[src/inc/enc_trig_defines.svh]
// Purpose: Offsets, field positions, reset values for the encoder trigger block
// Assumes: APB slave, 32-bit data, one word per register
// Notes:   Operation list below
//
// Operation
// - Triggers only while the encoder trigger enable bit is set; off after reset.
// - Resolution register holds pulses per rotation, 1 to 65535, reset value 1.
// - Rotation from index pulse when selected, else when A count reaches resolution.
// - Trigger source is phase A or phase Z; phase A after reset.
// - Window start: count source pulses only while the receipt window is active.
// - Step start: ignore pulses in the window until step input is seen.
// - Phase A: clear count after each trigger, or once per rotation.
// - Phase Z: count always clears after each trigger.
// - Trigger when count reached; A target 0..65535 reset 0, Z 1..1023 reset 1.
// - Backlash option uses phase B with A for direction; off after reset.
// - Reverse rotation triggers only when trigger-in-reverse is set; off after reset. Code blocks only phase A reverse pulses, and only with backlash on.
`ifndef ENC_TRIG_DEFINES_SVH
`define ENC_TRIG_DEFINES_SVH

`define OFS_CTRL        8'h00
`define OFS_RESOLUTION  8'h04
`define OFS_A_TARGET    8'h08
`define OFS_Z_TARGET    8'h0c
`define OFS_STATUS      8'h10

`define CTRL_EN_BIT      0
`define CTRL_ROT_Z_BIT   1
`define CTRL_SRC_Z_BIT   2
`define CTRL_STEP_BIT    3
`define CTRL_PER_ROT_BIT 4
`define CTRL_BACKLASH_BIT 5
`define CTRL_REVTRIG_BIT 6
`define CTRL_WIDTH       7

`define RST_CTRL        7'h00
`define RST_RESOLUTION  16'h0001
`define RST_A_TARGET    16'h0000
`define RST_Z_TARGET    10'h001

`define STAT_DIR_BIT    16
`define STAT_ARMED_BIT  17
`define STAT_ROT_LSB    24

`endif

[src/inc/enc_trig_pkg.sv]
// Purpose: Types for the encoder trigger block
// Assumes: Constants live in enc_trig_defines.svh
// Notes:   Field order of ctrl_t matches the CTRL bit positions
package enc_trig_pkg;

    typedef struct packed {
        logic rev_trig;
        logic backlash;
        logic per_rot;
        logic step_start;
        logic src_z;
        logic rot_by_z;
        logic en;
    } ctrl_t;

    typedef struct packed {
        logic a;
        logic b;
        logic z;
        logic window;
        logic step;
    } enc_in_t;

    typedef struct packed {
        ctrl_t       ctrl;
        logic [15:0] resolution;
        logic [15:0] a_target;
        logic [9:0]  z_target;
        logic [31:0] rdata;
        enc_in_t     prev;
        logic        armed;
        logic        rev;
        logic [15:0] cnt;
        logic [15:0] rcnt;
        logic [7:0]  rots;
        logic        trig;
    } state_t;

endpackage

[src/hdl/encoder_pulse_trigger_gen.sv]
// Purpose: Measurement trigger generator from an incremental A/B/Z encoder
// Assumes: Encoder, window and step inputs already synchronous to mclk
// Notes:   APB slave with zero wait states; status shows live counters
`timescale 1ns/100ps
`default_nettype none
`include "enc_trig_defines.svh"

module encoder_pulse_trigger_gen
(
    input  wire logic              mclk,
    input  wire logic              rst,
    input  wire logic              psel,
    input  wire logic              penable,
    input  wire logic              pwrite,
    input  wire logic [7:0]        paddr,
    input  wire logic [31:0]       pwdata,
    output logic [31:0]            prdata,
    output logic                   pready,
    output logic                   pslverr,
    input  wire enc_trig_pkg::enc_in_t enc_in,
    output logic                   trig_pulse
);
    import enc_trig_pkg::*;

    state_t s_q;
    state_t s_d;

    logic        setup;
    logic        access;
    logic        mapped;
    logic        a_rise;
    logic        z_rise;
    logic        step_rise;
    logic        dir_rev;
    logic        a_fwd;
    logic        src_pulse;
    logic        count_ok;
    logic        rot_event;
    logic        hit;
    logic [15:0] cnt_inc;
    logic [15:0] rcnt_inc;

    always_comb
    begin
        setup     = psel && !penable;
        access    = psel && penable;
        mapped    = (paddr == `OFS_CTRL) || (paddr == `OFS_RESOLUTION) || (paddr == `OFS_A_TARGET)
                    || (paddr == `OFS_Z_TARGET) || (paddr == `OFS_STATUS);
        a_rise    = enc_in.a && !s_q.prev.a;
        z_rise    = enc_in.z && !s_q.prev.z;
        step_rise = enc_in.step && !s_q.prev.step;
        dir_rev   = s_q.ctrl.backlash && enc_in.b;
        a_fwd     = a_rise && (!dir_rev || s_q.ctrl.rev_trig);
        src_pulse = s_q.ctrl.src_z ? z_rise : a_fwd;
        count_ok  = s_q.ctrl.en && enc_in.window && (!s_q.ctrl.step_start || s_q.armed);
        cnt_inc   = s_q.cnt + 16'h0001;
        rcnt_inc  = s_q.rcnt + 16'h0001;
        rot_event = s_q.ctrl.rot_by_z ? z_rise : (a_rise && !dir_rev && rcnt_inc >= s_q.resolution);
        if (s_q.ctrl.src_z)
        begin
            hit = cnt_inc >= {6'h00, s_q.z_target};
        end
        else if (s_q.ctrl.per_rot)
        begin
            hit = cnt_inc == s_q.a_target;
        end
        else
        begin
            hit = cnt_inc >= s_q.a_target;
        end
    end

    always_comb
    begin
        s_d      = s_q;
        s_d.prev = enc_in;
        s_d.trig = 1'b0;

        if (setup)
        begin
            unique case (paddr)
                `OFS_CTRL:       s_d.rdata = {25'h0000000, s_q.ctrl};
                `OFS_RESOLUTION: s_d.rdata = {16'h0000, s_q.resolution};
                `OFS_A_TARGET:   s_d.rdata = {16'h0000, s_q.a_target};
                `OFS_Z_TARGET:   s_d.rdata = {22'h000000, s_q.z_target};
                `OFS_STATUS:     s_d.rdata = {s_q.rots, 6'h00, s_q.armed, s_q.rev, s_q.cnt};
                default:         s_d.rdata = 32'h00000000;
            endcase
        end

        // Rotation logic ignores window and step gating so the index stays in phase; rcnt clears while disabled, rots holds
        if (!s_q.ctrl.en)
        begin
            s_d.rcnt = 16'h0000;
        end
        else if (rot_event)
        begin
            s_d.rcnt = 16'h0000;
            s_d.rots = s_q.rots + 8'h01;
        end
        else if (a_rise && !dir_rev)
        begin
            s_d.rcnt = rcnt_inc;
        end

        // Arming only lives inside one receipt window
        if (!enc_in.window || !s_q.ctrl.en)
        begin
            s_d.armed = 1'b0;
        end
        else if (step_rise)
        begin
            s_d.armed = 1'b1;
        end

        // Direction latch
        // Held between pulses so status still shows it while the shaft rests
        if (!s_q.ctrl.backlash)
        begin
            s_d.rev = 1'b0;
        end
        else if (a_rise)
        begin
            s_d.rev = dir_rev;
        end

        if (!count_ok)
        begin
            s_d.cnt = 16'h0000;
        end
        else
        begin
            // Per-rotation clear
            // The pulse that closes a rotation by count is not itself counted
            if (!s_q.ctrl.src_z && s_q.ctrl.per_rot && rot_event)
            begin
                s_d.cnt = 16'h0000;
            end
            else if (src_pulse)
            begin
                if (hit)
                begin
                    s_d.trig = 1'b1;
                    s_d.cnt  = (s_q.ctrl.per_rot && !s_q.ctrl.src_z) ? cnt_inc : 16'h0000;
                end
                else
                begin
                    s_d.cnt = cnt_inc;
                end
            end
        end

        if (access && pwrite)
        begin
            unique case (paddr)
                `OFS_CTRL:       s_d.ctrl = ctrl_t'(pwdata[`CTRL_WIDTH-1:0]);
                `OFS_RESOLUTION: s_d.resolution = (pwdata[15:0] == 16'h0000) ? 16'h0001 : pwdata[15:0];
                `OFS_A_TARGET:   s_d.a_target = pwdata[15:0];
                `OFS_Z_TARGET:   s_d.z_target = (pwdata[9:0] == 10'h000) ? 10'h001 : pwdata[9:0];
                default:         s_d.ctrl = s_q.ctrl;
            endcase
        end
    end

    always_ff @(posedge mclk or posedge rst)
    begin
        if (rst)
        begin
            s_q            <= '0;
            s_q.ctrl       <= ctrl_t'(`RST_CTRL);
            s_q.resolution <= `RST_RESOLUTION;
            s_q.a_target   <= `RST_A_TARGET;
            s_q.z_target   <= `RST_Z_TARGET;
        end
        else
        begin
            s_q <= s_d;
        end
    end

    assign prdata     = s_q.rdata;
    assign pready     = 1'b1;
    assign pslverr    = access && !mapped;
    assign trig_pulse = s_q.trig;
endmodule
`default_nettype wire

[config.mk]
export PLATFORM = sky130hd
export DESIGN_NAME = encoder_pulse_trigger_gen
export DESIGN_NICKNAME = d
export VERILOG_FILES = /design/src/inc/enc_trig_pkg.sv /design/src/hdl/encoder_pulse_trigger_gen.sv
export VERILOG_INCLUDE_DIRS = /design/src /design/src/inc
export SDC_FILE = /design/constraint.sdc
export NUM_CORES = 1
export LEC_CHECK = 0
export BUFFER_PORTS_ARGS = -buffer_cell sky130_fd_sc_hd__buf_2
export CORE_UTILIZATION = 55
export CTS_CLUSTER_DIAMETER = 80
export CTS_CLUSTER_SIZE = 12
export DETAILED_ROUTE_END_ITERATION = 16
export PLACE_DENSITY = 0.85
export SLEW_MARGIN = 40
export SYNTH_ARGS = -nofsm -noshare
export SYNTH_HDL_FRONTEND = slang
export SYNTH_SLANG_ARGS = --single-unit
[constraint.sdc]
create_clock -name mclk -period 4.89 [get_ports mclk]
set_input_delay 0.2445 -clock mclk [delete_from_list [all_inputs] [get_ports mclk]]
set_output_delay 0.2445 -clock mclk [all_outputs]
set_load 0.005 [all_outputs]
==> run_results.csv <==
group,metric,value,unit
layout,final_common_cell,"dfrtp_1",
floorplan,fp.dieW,117,um
layout,multi_input_comb_area,3650,um2
timing,timing.final.hold_violations,0,
clock_network,h-tree-depth,4,
logic_synthesis,ys_types,61,
timing,worst_pin_slew,0.843,ns
logic_synthesis,async_flop_share,100,%
logic_synthesis,syn-instance-count,764,
worst_setup_path,crit_top_cell,"and3_1",
layout,fin_nets,886,
clock_network,root_buffer,"clkbuf_16",
worst_setup_path,path_class,"reg2reg",
logic_synthesis,synth_ff_type,"dfrtp_1",
timing,setup_viol,0,
grt,grt-ovfl-total,0,
logic_synthesis,ys_ff_latch,121,
worst_setup_path,critPathTopFamily,"simple AND/OR/NAND/NOR gates",
grt,grt.total_usage,26.9,%
drt,num_vias,5583,
grt,grt_start_max_net_pins,65,
floorplan,initial_core_util,56.8,%
floorplan,fp.coreArea,12700,um2
power,p_clk_share,50.3,%
power,seq_power_share,44.4,%
power,pwr-share-comb,5.3,%
drt,drt-total-wl,16500,um
logic_synthesis,synth.avg_cell_area,9.46,um2
power,p_sw_share,22.6,%
status,status,"finished, final reports clean",
clock_network,cts_tree,"yes",
layout,fill_cells,1024,
layout,area_delta_synth_final,10.9,%
layout,layout-drive-gt1-share,16.1,%
floorplan,die_area,13600,um2
worst_setup_path,critPathMaxStageDelay,0.56,ns
drt,viasPerCell,5.71,
layout,final_core_util,63.0,%
timing,holdWs,0.0753,ns
timing,period_needed,3.94,ns
clock_network,clk_pin_slew,0.05,ns
grt,grt_pass1_vias,5478,
logic_synthesis,synth.cell_area,7230,um2
drt,wl_per_cell,16.9,um
drt,drtIter0Drc,464,
layout,final_cell_mix,"dfrtp_1 (119), nand2_1 (108), buf_2 (61)",
worst_setup_path,reg2reg_from,"s_q[11]$_DFFE_PP0P_",
timing,fin_tns_setup,0,ns
clock_network,cts_num_sinks,121,
placement,routabilityCongestion,0.891,
drt,drc,0,
min_path,hold_path.class,"in2reg",
timing,max_slew_margin,43.8,%
power,power_density,287,nW/um2
worst_setup_path,worstSetupStartpoint,"s_q[11]$_DFFE_PP0P_",
drt,drt_pre_antenna_iters,5,
worst_setup_path,cp_data_required_time,5.20,ns
worst_setup_path,path_max_fanout,7,
worst_setup_path,worstPathArrival,4.25,ns
timing,rsz0062_at_grt,"false",
floorplan,die_h,117,um
grt,antenna_found_initial,2,
logic_synthesis,seq_area_frac_synth,41.9,%
worst_setup_path,crit_buf_inv,0,
timing,fin_crit_sh,80.6,%
worst_setup_path,crit_path_end_kind,"register",
timing,clock_skew,0.00794,ns
flow_run,maxCapViolations,0,
floorplan,fp-row-count,41,
placement,io_buffers,61,
timing,finalMaxSlewViolations,0,
worst_setup_path,path_cells,"nand3_1, nor4_1, and3_1, and3_1, xor2_1, ha_1, a21o_1, a21oi_1, o22ai_1, o31a_1, o21ai_1, mux2_2",
power,p_switching,0.520,mW
power,intPower,1.78,mW
layout,regArea,3030,um2
grt,grt_first_pass_wirelength,27300,um
min_path,min_from,"pwdata[13]",
worst_setup_path,slowest_stage,"o21ai_1",
logic_synthesis,yosys_warnings,0,
clock_network,clk_latency,0.42,ns
worst_setup_path,start_kind,"register",
clock_network,cts_buffers,17,
clock_network,postCtsSetupBuffers,0,
logic_synthesis,synth_edf_count,0,
drt,ant_nets,0,
placement,place_hpwl,11900,um
power,power_leakage,3.81,nW
floorplan,ioPinCount,85,
clock_network,clock_path_buffers,2,
power,peakVddDrop,222,uV
timing,clock.fmax,254,MHz
[final cells by class]
class / instances / area share, %
clock inverters: 8 / 0.905
well taps: 172 / 2.68
flip-flops and latches: 121 / 37.8
multi-input cells: 534 / 45.5
diodes: 2 / 0.0624
clock buffers: 22 / 5.91
inverters: 47 / 2.23
repair buffers: 71 / 4.92
[state kept, by name (all words and copies together), names as in the netlist]
name / cells
prdata: 26
trig_pulse: 1
s_q: 94
[through the flow]
step	setup slack, ns	cell area [um2]	cells	total power, mW
final	0.948	8020	977	2.30
after global routing	0.679	8010	975	2.38
after CTS	0.910	8010	975	2.31
after detailed placement	0.946	7420	941	1.15
after global placement	1.04	7420	941	1.15
after floorplan	1.42	7250	769	1.11
[worst paths after layout]
| path | to | slack (ns) | cells past startpoint |
|---|---|---|---|
| min in group asynchronous | s_q[109]$_DFFE_PP0P_ | 0.50 | 3 |
| worst max register to register | s_q[2]$_DFFE_PP0P_ | 0.95 | 12 |
| worst max-delay path | s_q[2]$_DFFE_PP0P_ | 0.95 | 12 |
| worst min-delay path | s_q[119]$_DFFE_PP0P_ | 0.08 | 3 |
| max in group asynchronous | prdata[14]$_DFFE_PP0P_ | 3.41 | 4 |
| worst min register to register | s_q[8]$_DFFE_PP0P_ | 0.47 | 1 |
[power by group through the flow]
stage,clock (mW),sequential (mW),combinational [mW]
floorplan,0,1.03,0.0812
global placement,0,1.04,0.116
detailed placement,0,1.04,0.118
finish,1.16,1.02,0.121
global route,1.22,1.02,0.135
CTS,1.17,1.02,0.121
[Yosys cell counts, types with 12 or more instances]
cell type	instances	area (um2)
ha_1	44	551
a21oi_1	27	135
dfrtp_1	119	2980
mux2_1	24	270
nand2_1	108	405
o21ai_0	44	220
buf_2	12	60.1
clkbuf_1	20	75.1
inv_1	47	176
buf_4	33	248
xor2_1	26	228
a222oi_1	16	160
nor3_1	15	75.1
nand3_1	20	100
xnor2_1	29	254
nor2_1	40	150
[worst register-to-register path, cell delays in order (launching register included)]
cell and delay, ns:
dfrtp_1 0.41, nand3_1 0.22, nor4_1 0.54, and3_1 0.29, and3_1 0.25, xor2_1 0.16, ha_1 0.25, a21o_1 0.18
a21oi_1 0.15, o22ai_1 0.10, o31a_1 0.31, o21ai_1 0.56, mux2_2 0.40
[cells by family after synthesis]
kind of cell / Yosys count / share of synthesized area (%)
compound gates: 153 / 14.7
mux: 35 / 5.44
xor+xnor: 55 / 6.66
fa+ha+maj: 44 / 7.62
simple gates: 240 / 15.6
flops: 121 / 41.9
buf+inv: 114 / 7.95
other cells: 2 / 0.104
[timing repair]
action	in CTS	in global routing
gates resized for setup	0	0
hold buffers	4	0
hold endpoints to repair	60	0
[layer usage]
metal	up-vias	global-route usage, %	part of all wire (%)
met3	41	7.06	8.1
met1	2631	35.5	43
met5	-	0	0
met2	229	41.9	47
met4	0	11.5	2.1
li1	2682	-	-
(Power assumes the default switching activity.)
